===== src/gtpc_defines.svh =====
`ifndef GTPC_DEFINES_SVH
`define GTPC_DEFINES_SVH

// ==========================================
// Register word indices
`define GTPC_IDX_DIR    4'h0
`define GTPC_IDX_DATA   4'h1
`define GTPC_IDX_EDGE   4'h2
`define GTPC_IDX_MASK   4'h3
`define GTPC_IDX_FLAG   4'h4
`define GTPC_IDX_ACCUM  4'h5
`define GTPC_IDX_FPWM   4'h6
`define GTPC_IDX_TBASE  4'h7
`define GTPC_IDX_PRESC  4'h8
`define GTPC_IDX_CAP0   4'h9
`define GTPC_IDX_CAPN   4'hC

// ==========================================
// Field positions
`define GTPC_M2_OVF_EN   7
`define GTPC_M2_CC_OUT   5
`define GTPC_FL_OVF      7
`define GTPC_HI_BYTE     8
`define GTPC_AC_ACC_IN   7
`define GTPC_AC_AUX      6
`define GTPC_AC_CAP4     2
`define GTPC_FP_LVL_A    9
`define GTPC_FP_LVL_B    8
`define GTPC_PC_HI_A     5
`define GTPC_PC_HI_B     4
`define GTPC_PC_PWM_OUT  3
`define GTPC_PIN_CMP1    4
`define GTPC_PIN_OC5     3
`define GTPC_PIN_OCBASE  4

// ==========================================
// Widths and constants
`define GTPC_NPIN        8
`define GTPC_NCAP        4
`define GTPC_NOC         5
`define GTPC_NFILT       6
`define GTPC_FILT_AUX    4
`define GTPC_FILT_ACC    5
`define GTPC_PRE_W       9
`define GTPC_SEL_W       3
`define GTPC_SEL_AUX     3'h7
`define GTPC_CC_TAP0     4'h1
`define GTPC_PWM_TAP0    4'h0
`define GTPC_TAP_512     4'h8
`define GTPC_CNT_MAX     16'hFFFF
`define GTPC_ZERO16      16'h0000
`define GTPC_ZERO8       8'h00

`endif


===== src/gtpc_pkg.sv =====
package gtpc_pkg;
	typedef enum logic [1:0] {
		GTPC_EDGE_OFF  = 2'h0,
		GTPC_EDGE_RISE = 2'h1,
		GTPC_EDGE_FALL = 2'h2,
		GTPC_EDGE_BOTH = 2'h3
	} gtpc_edge_e;
	typedef logic [15:0] gtpc_word_t;
endpackage


===== src/gtpc_cap_if.sv =====
`timescale 1ns/1ps
`include "gtpc_defines.svh"
interface gtpc_cap_if;
	import gtpc_pkg::*;
	gtpc_word_t                 timebase;
	logic [`GTPC_NCAP-1:0]      level;
	gtpc_edge_e                 edge_sel [`GTPC_NCAP];
	logic [`GTPC_NCAP-1:0]      event_hit;
	gtpc_word_t                 value [`GTPC_NCAP];
	modport main (output timebase, level, edge_sel, input event_hit, value);
	modport capt (input timebase, level, edge_sel, output event_hit, value);
endinterface


===== src/gtpc_capture.sv =====
`timescale 1ns/1ps
`include "gtpc_defines.svh"
module gtpc_capture
	import gtpc_pkg::*;
(
	input  wire logic clk,
	input  wire logic sys_rst,
	gtpc_cap_if.capt  cap
);
	// ==========================================
	// Edge detection and latches
	logic [`GTPC_NCAP-1:0] prev_reg;
	logic [`GTPC_NCAP-1:0] rise;
	logic [`GTPC_NCAP-1:0] fall;
	logic [`GTPC_NCAP-1:0] hit;
	gtpc_word_t            latch_reg [`GTPC_NCAP];

	assign rise = cap.level & ~prev_reg;
	assign fall = ~cap.level & prev_reg;

	always_comb begin
		for (int i = 0; i < `GTPC_NCAP; i++) begin
			unique case (cap.edge_sel[i])
				GTPC_EDGE_OFF:  hit[i] = 1'b0;
				GTPC_EDGE_RISE: hit[i] = rise[i];
				GTPC_EDGE_FALL: hit[i] = fall[i];
				GTPC_EDGE_BOTH: hit[i] = rise[i] | fall[i];
			endcase
		end
	end

	assign cap.event_hit = hit;
	assign cap.value     = latch_reg;

	always_ff @(posedge clk) begin
		if (sys_rst) begin
			prev_reg <= '0;
			for (int i = 0; i < `GTPC_NCAP; i++) begin
				latch_reg[i] <= `GTPC_ZERO16;
			end
		end else begin
			prev_reg <= cap.level;
			for (int i = 0; i < `GTPC_NCAP; i++) begin
				if (hit[i]) begin
					latch_reg[i] <= cap.timebase;
				end
			end
		end
	end
endmodule


===== src/gtpc_pin_filter.sv =====
`timescale 1ns/1ps
`include "gtpc_defines.svh"
module gtpc_pin_filter
	import gtpc_pkg::*;
(
	input  wire logic                   clk,
	input  wire logic                   sys_rst,
	input  wire logic [`GTPC_NFILT-1:0] raw_in,
	output logic      [`GTPC_NFILT-1:0] filt_out
);
	// ==========================================
	// Two agreeing high samples raise the output; one low sample clears it
	logic [`GTPC_NFILT-1:0] samp_reg;
	logic [`GTPC_NFILT-1:0] filt_next;

	assign filt_next = (samp_reg & raw_in) | (filt_out & ~(samp_reg ^ raw_in));

	always_ff @(posedge clk) begin
		if (sys_rst) begin
			samp_reg <= '0;
			filt_out <= '0;
		end else begin
			samp_reg <= raw_in;
			filt_out <= filt_next;
		end
	end
endmodule


===== src/gtpc_timer.sv =====
`timescale 1ns/1ps
`include "gtpc_defines.svh"
module gtpc_timer
	import gtpc_pkg::*;
(
	input  wire logic                   clk,
	input  wire logic                   sys_rst,
	input  wire logic                   test_mode,
	input  wire logic                   freeze_mode,
	input  wire logic [3:0]             reg_addr,
	input  wire logic                   reg_rd,
	input  wire logic                   reg_wr,
	input  wire logic [15:0]            reg_wdata,
	output logic      [15:0]            reg_rdata,
	input  wire logic [`GTPC_NPIN-1:0]  gp_pin_in,
	output logic      [`GTPC_NPIN-1:0]  gp_pin_out,
	output logic      [`GTPC_NPIN-1:0]  gp_pin_oe,
	input  wire logic [`GTPC_NOC-1:0]   oc_active,
	input  wire logic [`GTPC_NOC-1:0]   oc_level,
	input  wire logic                   accum_input_pin,
	input  wire logic                   aux_clk_pin,
	input  wire logic                   pwm_wave_a,
	input  wire logic                   pwm_wave_b,
	output logic                        pwm_out_a,
	output logic                        pwm_out_b,
	output logic                        pwm_clk_tick,
	output logic                        pa_clk_div512,
	output logic                        pa_clk_aux,
	output logic                        pa_clk_cc,
	output logic                        irq_req
);
	// ==========================================
	// Helpers
	function automatic logic tap_tick(input logic [`GTPC_PRE_W-1:0] cnt,
	                                  input logic [3:0] idx);
		logic [`GTPC_PRE_W-1:0] mask;
		mask = `GTPC_PRE_W'((10'h2 << idx) - 10'h1);
		return &(cnt | ~mask);
	endfunction

	function automatic logic sel_tick(input logic [`GTPC_PRE_W-1:0] cnt,
	                                  input logic [`GTPC_SEL_W-1:0] sel,
	                                  input logic [3:0] base,
	                                  input logic aux);
		if (sel == `GTPC_SEL_AUX) begin
			return aux;
		end
		return tap_tick(cnt, base + {1'b0, sel});
	endfunction

	// ==========================================
	// Registers
	logic [`GTPC_PRE_W-1:0]   presc_reg;
	gtpc_word_t               timebase_reg;
	logic [7:0]               port_direction_reg;
	logic [7:0]               port_data_reg;
	logic [7:0]               edge_control_reg;
	logic [7:0]               irq_mask_reg1;
	logic [7:0]               irq_mask_reg2;
	logic [7:0]               flag_reg1;
	logic [7:0]               flag_reg2;
	logic [7:0]               armed1_reg;
	logic [7:0]               armed2_reg;
	logic [7:0]               accum_control_reg;
	logic [7:0]               compare_force_reg;
	logic [7:0]               pwm_control_reg;
	logic                     cc_sel_locked_reg;
	logic                     aux_prev_reg;

	// ==========================================
	// Decode
	logic wr_dir, wr_data, wr_edge, wr_mask, wr_flag, wr_accum, wr_fpwm;
	logic wr_tbase, wr_presc, rd_flag, test_or_frz, cc_sel_ok;

	assign wr_dir      = reg_wr && reg_addr == `GTPC_IDX_DIR;
	assign wr_data     = reg_wr && reg_addr == `GTPC_IDX_DATA;
	assign wr_edge     = reg_wr && reg_addr == `GTPC_IDX_EDGE;
	assign wr_mask     = reg_wr && reg_addr == `GTPC_IDX_MASK;
	assign wr_flag     = reg_wr && reg_addr == `GTPC_IDX_FLAG;
	assign wr_accum    = reg_wr && reg_addr == `GTPC_IDX_ACCUM;
	assign wr_fpwm     = reg_wr && reg_addr == `GTPC_IDX_FPWM;
	assign test_or_frz = test_mode | freeze_mode;
	assign wr_tbase    = reg_wr && reg_addr == `GTPC_IDX_TBASE && test_or_frz;
	assign wr_presc    = reg_wr && reg_addr == `GTPC_IDX_PRESC && freeze_mode;
	assign rd_flag     = reg_rd && reg_addr == `GTPC_IDX_FLAG;
	assign cc_sel_ok   = !cc_sel_locked_reg || test_or_frz;

	// ==========================================
	// Filters and clock selection
	logic [`GTPC_NFILT-1:0] filt;
	logic aux_lvl, acc_lvl, aux_tick, cc_tick, pwm_tick, div512_tick;

	gtpc_pin_filter u_filter (
		.clk      (clk),
		.sys_rst  (sys_rst),
		.raw_in   ({accum_input_pin, aux_clk_pin, gp_pin_in[`GTPC_NCAP-1:0]}),
		.filt_out (filt)
	);

	assign aux_lvl     = filt[`GTPC_FILT_AUX];
	assign acc_lvl     = filt[`GTPC_FILT_ACC];
	assign aux_tick    = aux_lvl & ~aux_prev_reg;
	assign cc_tick     = sel_tick(presc_reg, irq_mask_reg2[`GTPC_SEL_W-1:0],
	                              `GTPC_CC_TAP0, aux_tick);
	assign pwm_tick    = sel_tick(presc_reg, pwm_control_reg[`GTPC_SEL_W-1:0],
	                              `GTPC_PWM_TAP0, aux_tick);
	assign div512_tick = tap_tick(presc_reg, `GTPC_TAP_512);

	// ==========================================
	// Capture channels
	gtpc_cap_if cap ();
	logic [`GTPC_NCAP-1:0] cap_src;
	logic                  cap4_on;

	assign cap4_on      = accum_control_reg[`GTPC_AC_CAP4];
	assign cap.timebase = timebase_reg;
	assign cap_src      = (port_direction_reg[`GTPC_NCAP-1:0] &
	                       port_data_reg[`GTPC_NCAP-1:0]) |
	                      (~port_direction_reg[`GTPC_NCAP-1:0] &
	                       filt[`GTPC_NCAP-1:0]);
	assign cap.level    = cap_src;

	always_comb begin
		for (int i = 0; i < `GTPC_NCAP; i++) begin
			cap.edge_sel[i] = gtpc_edge_e'(edge_control_reg[2*i +: 2]);
		end
		if (!cap4_on) begin
			cap.edge_sel[`GTPC_NCAP-1] = GTPC_EDGE_OFF;
		end
	end

	gtpc_capture u_capture (
		.clk     (clk),
		.sys_rst (sys_rst),
		.cap     (cap)
	);

	// ==========================================
	// Flags
	logic [7:0] set1, set2, flag1_next, flag2_next;
	logic       ovf_hit;

	assign ovf_hit = cc_tick && !wr_tbase && timebase_reg == `GTPC_CNT_MAX;
	assign set1    = {{(8-`GTPC_NCAP){1'b0}}, cap.event_hit};
	assign set2    = {ovf_hit, 7'h00};
	assign flag1_next = set1 | (flag_reg1 & ~(wr_flag ?
	                    armed1_reg & ~reg_wdata[15:8] : `GTPC_ZERO8));
	assign flag2_next = set2 | (flag_reg2 & ~(wr_flag ?
	                    armed2_reg & ~reg_wdata[7:0] : `GTPC_ZERO8));

	// ==========================================
	// Pin outputs
	logic [`GTPC_NPIN-1:0] pin_out_next;
	logic                  pwm_a_next, pwm_b_next;

	always_comb begin
		pin_out_next = port_data_reg;
		for (int i = 0; i < `GTPC_NOC; i++) begin
			if (i == `GTPC_NOC-1) begin
				if (oc_active[i] && !cap4_on) begin
					pin_out_next[`GTPC_PIN_OC5] = oc_level[i];
				end
			end else if (oc_active[i]) begin
				pin_out_next[`GTPC_PIN_OCBASE+i] = oc_level[i];
			end
		end
		if (irq_mask_reg2[`GTPC_M2_CC_OUT]) begin
			pin_out_next[`GTPC_PIN_CMP1] = cc_tick;
		end
	end

	assign pwm_a_next = pwm_control_reg[`GTPC_PC_PWM_OUT] ? pwm_tick :
	                    compare_force_reg[`GTPC_FP_LVL_A-`GTPC_HI_BYTE] ?
	                    pwm_control_reg[`GTPC_PC_HI_A] : pwm_wave_a;
	assign pwm_b_next = compare_force_reg[`GTPC_FP_LVL_B-`GTPC_HI_BYTE] ?
	                    pwm_control_reg[`GTPC_PC_HI_B] : pwm_wave_b;

	// ==========================================
	// Read data
	logic [15:0] rdata_next;

	always_comb begin
		rdata_next = `GTPC_ZERO16;
		if (reg_addr >= `GTPC_IDX_CAP0 && reg_addr <= `GTPC_IDX_CAPN) begin
			rdata_next = cap.value[2'(reg_addr - `GTPC_IDX_CAP0)];
		end else begin
			unique case (reg_addr)
				`GTPC_IDX_DIR:   rdata_next = {8'h00, port_direction_reg};
				`GTPC_IDX_DATA:  rdata_next = {8'h00, gp_pin_in};
				`GTPC_IDX_EDGE:  rdata_next = {8'h00, edge_control_reg};
				`GTPC_IDX_MASK:  rdata_next = {irq_mask_reg1, irq_mask_reg2};
				`GTPC_IDX_FLAG:  rdata_next = {flag_reg1, flag_reg2};
				`GTPC_IDX_ACCUM: begin
					rdata_next = {8'h00, accum_control_reg};
					rdata_next[`GTPC_AC_ACC_IN] = acc_lvl;
					rdata_next[`GTPC_AC_AUX] = aux_lvl;
				end
				`GTPC_IDX_FPWM:  rdata_next = {compare_force_reg, pwm_control_reg};
				`GTPC_IDX_TBASE: rdata_next = timebase_reg;
				`GTPC_IDX_PRESC: rdata_next = {7'h00, presc_reg};
				default:         rdata_next = `GTPC_ZERO16;
			endcase
		end
	end

	// ==========================================
	// Counters
	always_ff @(posedge clk) begin
		if (sys_rst) begin
			presc_reg    <= '0;
			timebase_reg <= `GTPC_ZERO16;
			aux_prev_reg <= 1'b0;
		end else begin
			aux_prev_reg <= aux_lvl;
			presc_reg    <= wr_presc ? reg_wdata[`GTPC_PRE_W-1:0] :
			                presc_reg + `GTPC_PRE_W'(1);
			if (wr_tbase) begin
				timebase_reg <= reg_wdata;
			end else if (cc_tick) begin
				timebase_reg <= timebase_reg + 16'h0001;
			end
		end
	end

	// ==========================================
	// Control registers
	always_ff @(posedge clk) begin
		if (sys_rst) begin
			port_direction_reg <= `GTPC_ZERO8;
			port_data_reg      <= `GTPC_ZERO8;
			edge_control_reg   <= `GTPC_ZERO8;
			irq_mask_reg1      <= `GTPC_ZERO8;
			irq_mask_reg2      <= `GTPC_ZERO8;
			accum_control_reg  <= `GTPC_ZERO8;
			compare_force_reg  <= `GTPC_ZERO8;
			pwm_control_reg    <= `GTPC_ZERO8;
			cc_sel_locked_reg  <= 1'b0;
		end else begin
			if (wr_dir) begin
				port_direction_reg <= reg_wdata[7:0];
			end
			if (wr_data) begin
				port_data_reg <= reg_wdata[7:0];
			end
			if (wr_edge) begin
				edge_control_reg <= reg_wdata[7:0];
			end
			if (wr_mask) begin
				irq_mask_reg1 <= reg_wdata[15:8];
				irq_mask_reg2[7:`GTPC_SEL_W] <= reg_wdata[7:`GTPC_SEL_W];
				if (cc_sel_ok) begin
					irq_mask_reg2[`GTPC_SEL_W-1:0] <= reg_wdata[`GTPC_SEL_W-1:0];
					cc_sel_locked_reg <= 1'b1;
				end
			end
			if (wr_accum) begin
				accum_control_reg <= reg_wdata[7:0];
			end
			if (wr_fpwm) begin
				compare_force_reg <= {6'h00, reg_wdata[`GTPC_FP_LVL_A:`GTPC_FP_LVL_B]};
				pwm_control_reg   <= reg_wdata[7:0];
			end
		end
	end

	// ==========================================
	// Flag registers
	always_ff @(posedge clk) begin
		if (sys_rst) begin
			flag_reg1  <= `GTPC_ZERO8;
			flag_reg2  <= `GTPC_ZERO8;
			armed1_reg <= `GTPC_ZERO8;
			armed2_reg <= `GTPC_ZERO8;
		end else begin
			flag_reg1 <= flag1_next;
			flag_reg2 <= flag2_next;
			if (rd_flag) begin
				armed1_reg <= flag_reg1 & ~set1;
				armed2_reg <= flag_reg2 & ~set2;
			end else if (wr_flag) begin
				armed1_reg <= `GTPC_ZERO8;
				armed2_reg <= `GTPC_ZERO8;
			end else begin
				armed1_reg <= armed1_reg & ~set1;
				armed2_reg <= armed2_reg & ~set2;
			end
		end
	end

	// ==========================================
	// Output flops
	always_ff @(posedge clk) begin
		if (sys_rst) begin
			reg_rdata     <= `GTPC_ZERO16;
			gp_pin_out    <= `GTPC_ZERO8;
			gp_pin_oe     <= `GTPC_ZERO8;
			pwm_out_a     <= 1'b0;
			pwm_out_b     <= 1'b0;
			pwm_clk_tick  <= 1'b0;
			pa_clk_div512 <= 1'b0;
			pa_clk_aux    <= 1'b0;
			pa_clk_cc     <= 1'b0;
			irq_req       <= 1'b0;
		end else begin
			if (reg_rd) begin
				reg_rdata <= rdata_next;
			end
			gp_pin_out    <= pin_out_next;
			gp_pin_oe     <= port_direction_reg;
			pwm_out_a     <= pwm_a_next;
			pwm_out_b     <= pwm_b_next;
			pwm_clk_tick  <= pwm_tick;
			pa_clk_div512 <= div512_tick;
			pa_clk_aux    <= aux_tick;
			pa_clk_cc     <= cc_tick;
			irq_req       <= |(flag_reg1 & irq_mask_reg1) |
			                 (flag_reg2[`GTPC_FL_OVF] & irq_mask_reg2[`GTPC_M2_OVF_EN]);
		end
	end
endmodule


===== config.mk =====
export PLATFORM = sky130hd
export DESIGN_NAME = gtpc_timer
export DESIGN_NICKNAME = d
export VERILOG_FILES = /design/src/gtpc_pkg.sv /design/src/gtpc_cap_if.sv /design/src/gtpc_capture.sv /design/src/gtpc_pin_filter.sv /design/src/gtpc_timer.sv
export VERILOG_INCLUDE_DIRS = /design/src
export SDC_FILE = /design/constraint.sdc
export NUM_CORES = 1
export LEC_CHECK = 0
export BUFFER_PORTS_ARGS = -buffer_cell sky130_fd_sc_hd__buf_2
export CORE_MARGIN = 1.5
export CORE_UTILIZATION = 30
export DETAILED_ROUTE_END_ITERATION = 7
export GPL_TIMING_DRIVEN = 0
export HOLD_SLACK_MARGIN = 0.15
export SLEW_MARGIN = 15
export SYNTH_ARGS = -nofsm -noshare
export SYNTH_HDL_FRONTEND = slang
export SYNTH_SLANG_ARGS = --single-unit
export TNS_END_PERCENT = 1

===== constraint.sdc =====
create_clock -name clk -period 4.7 [get_ports clk]
set_input_delay 0.705 -clock clk [delete_from_list [all_inputs] [get_ports clk]]
set_output_delay 0.705 -clock clk [all_outputs]
set_load 0.02 [all_outputs]

==> impl_results.md, run 1 <==
- Number of cell instances on the worst register-to-register path: 10
- Total of flip-flops plus latches after synthesis: between 200 and 250
- Diodes inserted: 0
- CP Depth: 12
- Last element of the critical path: reg_rdata[5]
- Cell at the slowest stage of the critical path: buf_2
- Max-cap violations: 0
- Maximum resistive drop on vdd: about 0.26 mV
- Post-synth top flop: dfxtp_1
- Relative contribution of the clock network to total power: 0.455
- Wire length of the first global-routing pass: 52800 µm
- Commonest non-fill, non-tap cell in the layout: dfxtp_1
- Number of synthesis warnings: 0
- Vias: around 9100
- Cell area after synthesis: 0.0104 mm²
- Clock latency reported for the late side of the worst-skew pair: 0.54 ns
- Initial Util: 0.308
- Share of async-settable or async-resettable flops after synthesis: 0
- Measured slew at the worst slew-check pin: approximately 1.1 ns
- Biggest fanout along the worst timing path: 10
- CP Launch Type: input port
- Final weighted congestion in routability-driven placement: 0.926
- Clock Tree Root: clkbuf_16
- DRC violation count after routing: 0
- Reg-to-reg endpoint: u_capture.cap.value[51]
- Post-Synthesis Cells: 1158
- Max reg flops: 64
- Reg2Reg Launch Point: port_direction_reg[0]
- Count of final setup violators: 0
- Total number of nets in the final design: around 1300
- Path class of the lowest-slack min-delay path: in2reg
- Worst slew margin: 0.274
- Pin count of the biggest net entering global routing: 15
- Width of the die: around 190 µm
- Number of buffers inserted by hold repair at cts: 0
- Cell family with most CP delay: buffers and inverters
- Net switching power: 1.09 mW
- Count of buffers added by post-CTS timing repair for setup: 0
- Post-DP HPWL: ~25000 µm
- Clock input transition at the sequential cells of the worst setup and hold paths: about 0.07 ns
- Synth unique cells: 60
- Clk_skew: 0.0145 ns
- Net switching fraction of the power: 0.251
- Endpoint type of the worst setup path: register
- Maximum clock frequency: roughly 300 MHz
- DR iter-0 viols: about 1100
- Fraction of layout cells with a size suffix above 1: 0.129
- Grt ovf: 0
- Number of buffers and inverters on the critical path: 6
- Logic gate share of total power: 0.074
- Number of nets still failing antenna checks after routing: 0
- Timing startpoint of the critical path: reg_addr[0]
- Required time reported for the critical path endpoint: roughly 5.1 ns
- Die Outline Area: between 0.03 and 0.04 mm²
- Commonest non-fill, non-tap cells in the layout: dfxtp_1 (234), nand2_1 (150), nor2_1 (141)
- All-layer global routing usage: 0.194
- Number of levels the H-tree was split into: 1
- Vias in the first global route: around 8300
- Buffers on Ports: 75
- Final WL: between 30000 and 40000 µm
- Clock buffer depth: 3
- Number of top-level pins: 87
- # resized after CTS: 0
- Critical Setup Path Class: in2reg
- Sequential fraction of design power: 0.472
- Power density over the cells: 356 mW/mm²
- Vias per Instance: 5.27
- Final Hold Violating Endpoints: 0
- Avg Cell Area, Syn: roughly 9 µm²
- Cell-by-cell trace of the critical path: buf_2, buf_2, buf_2, inv_1, ha_1, clkbuf_1, a222oi_1, inv_1, a222oi_1, o21ai_0, a22oi_1, a211oi_1
- Final worst path period share: 0.714
- Worst hold slack after final layout: 0.400 ns
- Area Overhead vs Synth: 16.8%
- Number of buffers added by the clock tree synthesis step: 25
- Crit path DAT: ~3.7 ns
- Detailed-route wire length per cell: 20.5 µm
- Count of flip-flops with a built-in enable after synthesis: 0
- Cell type with the highest occurrence count on the critical path: buf_2
- Worst R2R Setup Slack: ~1.7 ns
- Num Clock Sinks: 234
- Crit-path max cell delay: approximately 0.4 ns
- Leakage power summed over all cells: around 4.6 nW
- Height of the die: between 150 and 200 µm
- Number of optimization iterations in the first detailed-route pass: 7
- Final min period: approximately 3.4 ns
- Nets in the synthesized netlist: approximately 1200
- Run status: complete, no violations
- Unrepaired setup endpoints after global routing: no
- Pins Over Slew Limit: 0
- Final core area utilization: 0.359
- Antenna violations before repair: 1
- Internal Pwr Total: approximately 3.2 mW
- Floorplan row count: 67
- TritonCTS clock tree: yes
- Part of the Yosys area used for sequential elements: 0.451
- Total Neg Setup Slack: 0 ns
- Core region area: around 0.034 mm²
-- layout make-up --
type / instances / area [µm²]
timing repair buffer: 75 / 375
clock inverter: 9 / 85.1
clock buffer: 35 / 723
buffer: 100 / 420
tap: 448 / 561
inverter: 30 / 113
sequential: 234 / 4680
fill: 3526 / 21600
multi-input combinational: 794 / 5170
-- worst reg2reg max path, stage by stage (launching register included) --
cell	delay, ns
dfxtp_1	0.48
mux2i_1	0.32
inv_1	0.08
ha_1	0.20
nor2_1	0.09
a21oi_1	0.05
a21oi_1	0.15
buf_1	0.64
buf_2	0.51
mux2i_1	0.26
nor2_1	0.06
-- worst min path at each step --
stage / from / to / slack (ns) / cells after the start
after floorplan: port_data_reg[4] / port_data_reg[4] / 0.43 / 2
after global placement: irq_mask_reg2[4] / irq_mask_reg2[4] / 0.44 / 2
after detailed placement: armed2_reg[2] / armed2_reg[2] / 0.45 / 1
after CTS: oc_level[2] / gp_pin_out[6] / 0.40 / 3
after global routing: oc_level[4] / gp_pin_out[3] / 0.43 / 3
final: oc_level[2] / gp_pin_out[6] / 0.40 / 3
-- synthesized netlist by cell type (13+ instances only) --
cell | instances | share of area
nor2_1 | 141 | 0.051
a22o_1 | 13 | 0.011
a21oi_1 | 87 | 0.042
mux4_2 | 16 | 0.035
nor3b_1 | 30 | 0.022
o21ai_0 | 28 | 0.013
mux2i_1 | 89 | 0.086
nor2b_1 | 32 | 0.019
a222oi_1 | 14 | 0.013
a22oi_1 | 15 | 0.011
dfxtp_1 | 234 | 0.45
xnor2_1 | 17 | 0.014
clkbuf_1 | 68 | 0.025
nand2_1 | 150 | 0.054
inv_1 | 30 | 0.011
ha_1 | 23 | 0.028
a211oi_1 | 22 | 0.016
nand3_1 | 14 | 0.0067
and3_1 | 13 | 0.0078
buf_2 | 19 | 0.0092
-- power groups by stage --
stage / clock (mW) / sequential [mW] / combinational, mW
floorplan: 0 / 2.09 / 0.169
global placement: 0 / 2.08 / 0.309
detailed placement: 0 / 2.08 / 0.312
CTS: 1.98 / 2.04 / 0.314
global route: 2.06 / 2.04 / 0.339
finish: 1.96 / 2.04 / 0.318
-- per-stage QoR --
| stage | worst slack [ns] | area, µm² | power (mW) | std cells |
|---|---|---|---|---|
| 2_1_floorplan | 1.80 | 10400 | 2.26 | 1158 |
| 3_3_place_gp | 0.844 | 11300 | 2.39 | 1681 |
| 3_5_place_dp | 0.821 | 11300 | 2.39 | 1681 |
| 4_1_cts | 1.37 | 12100 | 4.33 | 1725 |
| 5_1_grt | 1.18 | 12100 | 4.44 | 1725 |
| 6_report | 1.34 | 12100 | 4.32 | 1725 |
-- cell families after synthesis --
logic type      after synthesis  share of synthesized area
compound gates              226                      0.145
mux                         108                      0.124
flops                       234                      0.451
simple gates                418                      0.186
buf+inv                     130                     0.0513
xor+xnor                     19                     0.0160
fa+ha+maj                    23                     0.0277
-- layer usage --
layer / up-vias / track usage / wire length, µm
met2: 457 / 0.289 / 15000
li1: 4231 / - / -
met1: 4332 / 0.286 / 15900
met5: - / 0 / 0
met3: 69 / 0.0289 / 3380
met4: 0 / 0.0598 / 1100
No activity file was read; power rests on OpenSTA's default activity.
==> run 2, diff against run 1 <==
Settings changed: ABC_AREA set to 1.
Clock period 4.7 ns to 3.5 ns, I/O delays scaled along.
==> impl_results.md, run 2 <==
- Total of flip-flops plus latches after synthesis: roughly 230
- Clock buffer depth: 3
- Width of the die: 190 µm
- DR iter-0 viols: approximately 1200
- Count of buffers added by post-CTS timing repair for setup: 0
- Final worst path period share: 0.903
- Most instantiated cells after synthesis: dfxtp_1 (234), inv_1 (184), a21oi_1 (175), o21ai_0 (166), nand2_1 (164)
- Wire length of the first global-routing pass: approximately 59000 µm
- Fraction of layout cells with a size suffix above 1: 0.107
- Share of async-settable or async-resettable flops after synthesis: 0
- Power density over the cells: roughly 500 mW/mm²
- Hold depth: 3
- Number of levels the H-tree was split into: 1
- Buffers on Ports: approximately 80
- Area Overhead vs Synth: 17.9%
- All-layer global routing usage: 0.212
- Number of buffers added by the clock tree synthesis step: 26
- Worst R2R Setup Slack: between 0.6 and 0.7 ns
- Number of cell instances on the worst register-to-register path: 8
- Final weighted congestion in routability-driven placement: approximately 0.97
- Max-cap violations: 0
- # placed instances: 1940
- Cell at the slowest stage of the critical path: clkbuf_1
- Portion of synthesized cell area occupied by the leading cell type: 0.445
- Area of combinational cells with multiple inputs: about 0.0048 mm²
- Final Hold Violating Endpoints: 0
- Sequential Area: roughly 0.0047 mm²
- Die Outline Area: roughly 0.036 mm²
- Worst hold slack after final layout: roughly 0.2 ns
- CP Launch Type: input port
- Detailed-route wire length per cell: around 20 µm
- DRC violation count after routing: 0
- Antenna violations before repair: 2
- Most common cell in the synthesized netlist: dfxtp_1
- Cell-by-cell trace of the critical path: buf_2, clkbuf_1, inv_1, clkbuf_1, ha_1, buf_2, inv_1, nor2_2, nand2_1, nand2_1, inv_2, buf_2, nand3_1, o31ai_1
- Reg2Reg Launch Point: port_direction_reg[3]
- Max reg flops: 64
- Vias in the first global route: roughly 9600
- Unrepaired setup endpoints after global routing: no
- Commonest non-fill, non-tap cell in the layout: dfxtp_1
- Worst slew margin: 0.428
- Critical Setup Path Class: in2reg
- Nets in the synthesized netlist: 1474
- Pins Over Slew Limit: 0
- Final min period: between 3 and 4 ns
- Total number of nets in the final design: around 1600
- Post-synth top flop: dfxtp_1
- Count of flip-flops with a built-in enable after synthesis: 0
- Number of top-level pins: between 80 and 90
- # resized after CTS: 0
- Part of the Yosys area used for sequential elements: 0.445
- Path class of the lowest-slack min-delay path: in2reg
- Clk_skew: between 0.015 and 0.02 ns
- Number of synthesis warnings: 0
- Post-Synthesis Cells: 1403
- TritonCTS clock tree: yes
- Reg-to-reg endpoint: u_capture.cap.value[14]
- Clock latency reported for the late side of the worst-skew pair: approximately 0.55 ns
- Number of buffers inserted by hold repair at cts: 0
- Initial Util: 0.305
- Required time reported for the critical path endpoint: a little under 4 ns
- Final Power: 6.20 mW
- Count of final setup violators: 0
- Sink of the worst hold path: u_filter.samp_reg[4]
- Cell type with the highest occurrence count on the critical path: buf_2
- Number of optimization iterations in the first detailed-route pass: 6
- Biggest fanout along the worst timing path: 11
- Clock Tree Root: clkbuf_16
- Floorplan row count: just under 70
- Maximum clock frequency: between 300 and 400 MHz
- Clock input transition at the sequential cells of the worst setup and hold paths: approximately 0.060 ns
- Largest area contributor in the synthesized netlist: dfxtp_1
- Commonest non-fill, non-tap cells in the layout: dfxtp_1 (234), inv_1 (184), a21oi_1 (175)
- Leading post-synthesis cells by cell area: dfxtp_1 (45%), a21oi_1 (8.3%), o21ai_0 (7.9%)
- Crit-path max cell delay: roughly 0.5 ns
- Vias per Instance: 5.31
- Number of nets still failing antenna checks after routing: 0
- Pin count of the biggest net entering global routing: 15
- Cell area after synthesis: 0.0105 mm²
- Maximum resistive drop on vdd: ~0.32 mV
- Critical hold path startpoint: aux_clk_pin
- Final WL: a little under 40000 µm
- Measured slew at the worst slew-check pin: between 0.8 and 0.9 ns
- Vias: roughly 11000
- Grt ovf: 0
- Core region area: approximately 0.035 mm²
- Leakage power summed over all cells: roughly 4.7 nW
- Avg Cell Area, Syn: 7.50 µm²
- Height of the die: ~190 µm
- Post-DP HPWL: 29200 µm
- Endpoint type of the worst setup path: register
- Number of standard cells in the layout, taps in and fillers out: 1985
- Synth unique cells: 45
- Num Clock Sinks: 234
- Crit path DAT: 3.55 ns
- Run status: complete, no violations
- Filler cell count: 3725
## run 2: cell count changes after synthesis, moves of 44 or more
cell,delta
a21oi_1,+88
inv_1,+154
mux2i_1,-89
nand3_1,+47
nor2_1,-44
o21ai_0,+138
## run 2: critical path, delay by kind of cell
| family | cells | cell delay, ns |
|---|---|---|
| fa+ha+maj | 1 | 0.25 |
| simple gates | 4 | 1.09 |
| buf+inv | 8 | 1.57 |
| compound gates | 1 | 0.08 |
## run 2: how the worst max path moves through the flow
| stage | startpoint | endpoint | slack [ns] | depth (start not counted) |
|---|---|---|---|---|
| after global placement | reg_addr[0] | reg_rdata[12] | -0.04 | 13 |
| final | reg_addr[0] | armed1_reg[6] | 0.34 | 14 |
| after detailed placement | reg_addr[0] | reg_rdata[12] | -0.08 | 13 |
| after CTS | reg_addr[0] | reg_rdata[12] | 0.47 | 13 |
| after floorplan | reg_addr[0] | armed1_reg[6] | 1.08 | 13 |
| after global routing | reg_addr[0] | armed2_reg[1] | 0.21 | 14 |
## run 2: layout make-up
class,count,area share
antenna,1,0.000202
buffer,85,0.0303
clock buffer,33,0.0571
clock inverter,11,0.0154
inverter,188,0.0569
multi-input combinational,896,0.383
sequential,234,0.378
tap,455,0.0459
timing repair buffer,82,0.0331
## run 2: through the flow
step | instance area (µm²) | TNS [ns] | util | setup WS, ns
floorplan | 10500 | 0 | - | 1.08
global placement | 11500 | -0.252 | 0.333 | -0.0379
detailed placement | 11500 | -0.518 | 0.333 | -0.0800
CTS | 12400 | 0 | 0.359 | 0.474
global route | 12400 | 0 | 0.359 | 0.212
finish | 12400 | 0 | 0.359 | 0.339
## run 2: report_power, final
group	switching (mW)	total, mW	leakage, nW	internal (mW)
logic	0.365	0.507	2.38	0.141
registers	0.0331	2.76	1.90	2.72
clock network	1.14	2.94	0.441	1.79
total	1.54	6.20	4.72	4.66
## run 2: routing by layer
| layer | vias up | global-route usage | wire length, µm |
|---|---|---|---|
| met1 | 4965 | 0.304 | 17400 |
| met3 | 70 | 0.0386 | 3730 |
| met4 | 2 | 0.0627 | 1130 |
| met2 | 530 | 0.321 | 16700 |
| li1 | 4983 | - | - |
| met5 | - | 0 | 13 |
## run 2: logic make-up after synthesis
| kind of cell | synth area share |
|---|---|
| buffers and inverters | 0.103 |
| AO/OA/AOI/OAI | 0.243 |
| AND/OR/NAND/NOR | 0.173 |
| adder cells (fa/ha/maj) | 0.0274 |
| XOR/XNOR | 0.00833 |
| flip-flops | 0.445 |
==> run 3, diff against run 2 <==
Settings changed: ABC_AREA 1 to unset, MAX_ROUTING_LAYER set to met4.
==> impl_results.md, run 3 (same netlist as run 1, synthesis figures left out) <==
- Crit path DAT: about 3.6 ns
- Maximum clock frequency: just over 300 MHz
- Power density over the cells: around 490 mW/mm²
- Place WS: -0.234 ns
- Commonest non-fill, non-tap cell in the layout: dfxtp_1
- Worst R2R Setup Slack: roughly 0.56 ns
- Path class of the lowest-slack min-delay path: in2reg
- Fraction of layout cells with a size suffix above 1: 0.129
- Number of cell instances on the worst register-to-register path: 10
- Post-DP HPWL: roughly 26000 µm
- Die Outline Area: about 0.036 mm²
- Max-cap violations: 0
- Crit-path max cell delay: about 0.58 ns
- Worst hold slack after final layout: 0.247 ns
- TritonCTS clock tree: yes
- Leakage power summed over all cells: about 4.6 nW
- CP Depth: 10
- Cell type with the highest occurrence count on the critical path: buf_2
- Required time reported for the critical path endpoint: approximately 3.9 ns
- Final WL: approximately 35000 µm
- Wire length of the first global-routing pass: approximately 53000 µm
- Instance area after placement: about 0.011 mm²
- Final Hold Violating Endpoints: 0
- Height of the die: ~190 µm
- Max reg flops: 64
- Vias: between 9000 and 10000
- Reg-to-reg endpoint: u_capture.cap.value[63]
- Final Power: 5.94 mW
- Biggest fanout along the worst timing path: 10
- Number of buffers added by the clock tree synthesis step: 24
- Final weighted congestion in routability-driven placement: 0.926
- Critical hold path startpoint: oc_level[2]
- Worst slew margin: 0.285
- Final core area utilization: 0.361
- DRC violation count after routing: 0
- Clock buffer depth: 3
- Critical Setup Path Class: in2reg
- Floorplan row count: 67
- Commonest non-fill, non-tap cells in the layout: dfxtp_1 (234), nand2_1 (150), nor2_1 (141)
- Antenna violations before repair: 0
- Pins Over Slew Limit: 0
- Number of optimization iterations in the first detailed-route pass: 8
- Measured slew at the worst slew-check pin: approximately 1.1 ns
- Final min period: between 3 and 4 ns
- Grt ovf: 0
- Hold depth: 3
- Num Clock Sinks: about 230
- Sink of the worst hold path: gp_pin_out[6]
- Endpoint type of the worst setup path: register
- Pin count of the biggest net entering global routing: 15
- Buffers on Ports: 75
- Count of buffers added by post-CTS timing repair for setup: 0
- CP Launch Type: input port
- Clock input transition at the sequential cells of the worst setup and hold paths: about 0.06 ns
- Count of final setup violators: 0
- Width of the die: between 150 and 200 µm
- Vias in the first global route: roughly 8500
- Maximum resistive drop on vdd: between 0.4 and 0.5 mV
- Total number of nets in the final design: 1330
- DR iter-0 viols: around 840
- Detailed-route wire length per cell: 20.4 µm
- Clk_skew: ~0.020 ns
- Number of buffers inserted by hold repair at cts: 0
- Core region area: between 0.03 and 0.04 mm²
- Unrepaired setup endpoints after global routing: no
- # resized after CTS: 0
- All-layer global routing usage: 0.201
- Reg2Reg Launch Point: port_direction_reg[0]
- Vias per Instance: approximately 5.2
- Number of buffers and inverters on the critical path: 6
- Area Overhead vs Synth: 17.3%
- Final worst path period share: 0.923
- Number of levels the H-tree was split into: 1
- Diodes inserted: 0
- Clock Tree Root: clkbuf_16
- Clock latency reported for the late side of the worst-skew pair: between 0.5 and 0.6 ns
- Run status: complete, no violations
- Number of nets still failing antenna checks after routing: 0
- Final standard cell area without fillers: 0.0122 mm²
- Cell-by-cell trace of the critical path: buf_2, buf_2, buf_2, inv_1, ha_1, clkbuf_1, clkbuf_1, mux4_2, a21oi_1, a211oi_1
- Cell family with most CP delay: buffers and inverters
- Initial Util: 0.308
- Cell at the slowest stage of the critical path: clkbuf_1
- Post-route setup slack: between 0.2 and 0.3 ns
- Number of top-level pins: 87
run 3: changes by cell type in the layout (fill, tap and decap cells not counted), sizes merged, moves of 34 or more:
cell   previous run  this run
inv             189        30
o21ai           168        28
mux2i             0        89
a21oi           175        87
nand3            66        14
nor2            100       141
o22ai            37         3
run 3: metrics by stage:
step	std cells	TNS (ns)
5_1_grt	1725	0
4_1_cts	1725	0
2_1_floorplan	1158	0
3_5_place_dp	1681	-1.14
6_report	1725	0
3_3_place_gp	1681	-0.929
run 3: metal layers:
metal	routed length [µm]	vias to the layer above	GRT usage
met5	0	-	-
met3	3280	69	0.0363
met4	1150	0	0.0641
met1	15900	4310	0.281
met2	14900	438	0.291
li1	-	4226	-
run 3: report_power, final:
group	switching, mW	total, mW	internal, mW	leakage [nW]
combinational	0.303	0.426	0.123	2.32
sequential	0.0314	2.74	2.70	1.89
clock	1.08	2.78	1.70	0.425
run 3: how the worst max path moves through the flow:
| stage | start | to | slack (ns) |
|---|---|---|---|
| 2_1_floorplan | reg_addr[0] | reg_rdata[3] | 0.78 |
| 3_3_place_gp | reg_addr[0] | reg_rdata[3] | -0.22 |
| 3_5_place_dp | reg_addr[0] | reg_rdata[8] | -0.23 |
| 4_1_cts | reg_addr[0] | reg_rdata[8] | 0.30 |
| 5_1_grt | reg_addr[0] | reg_rdata[8] | 0.09 |
| 6_report | reg_addr[0] | reg_rdata[8] | 0.27 |
run 3: area by class of cell:
type,count,area [µm²]
clock inverter,10,153
sequential,234,4680
timing repair buffer,75,375
inverter,30,113
clock buffer,34,709
multi-input combinational,794,5170
fill,3472,21600
tap,448,561
buffer,100,420
run 3: worst reg2reg max path: cells and delay by family (launching register included):
| kind | cells | cell delay [ns] |
|---|---|---|
| flip-flops | 1 | 0.49 |
| adder cells (fa/ha/maj) | 1 | 0.20 |
| AND/OR/NAND/NOR | 2 | 0.14 |
| buffers and inverters | 3 | 1.21 |
| multiplexers | 2 | 0.57 |
| AO/OA/AOI/OAI | 2 | 0.19 |
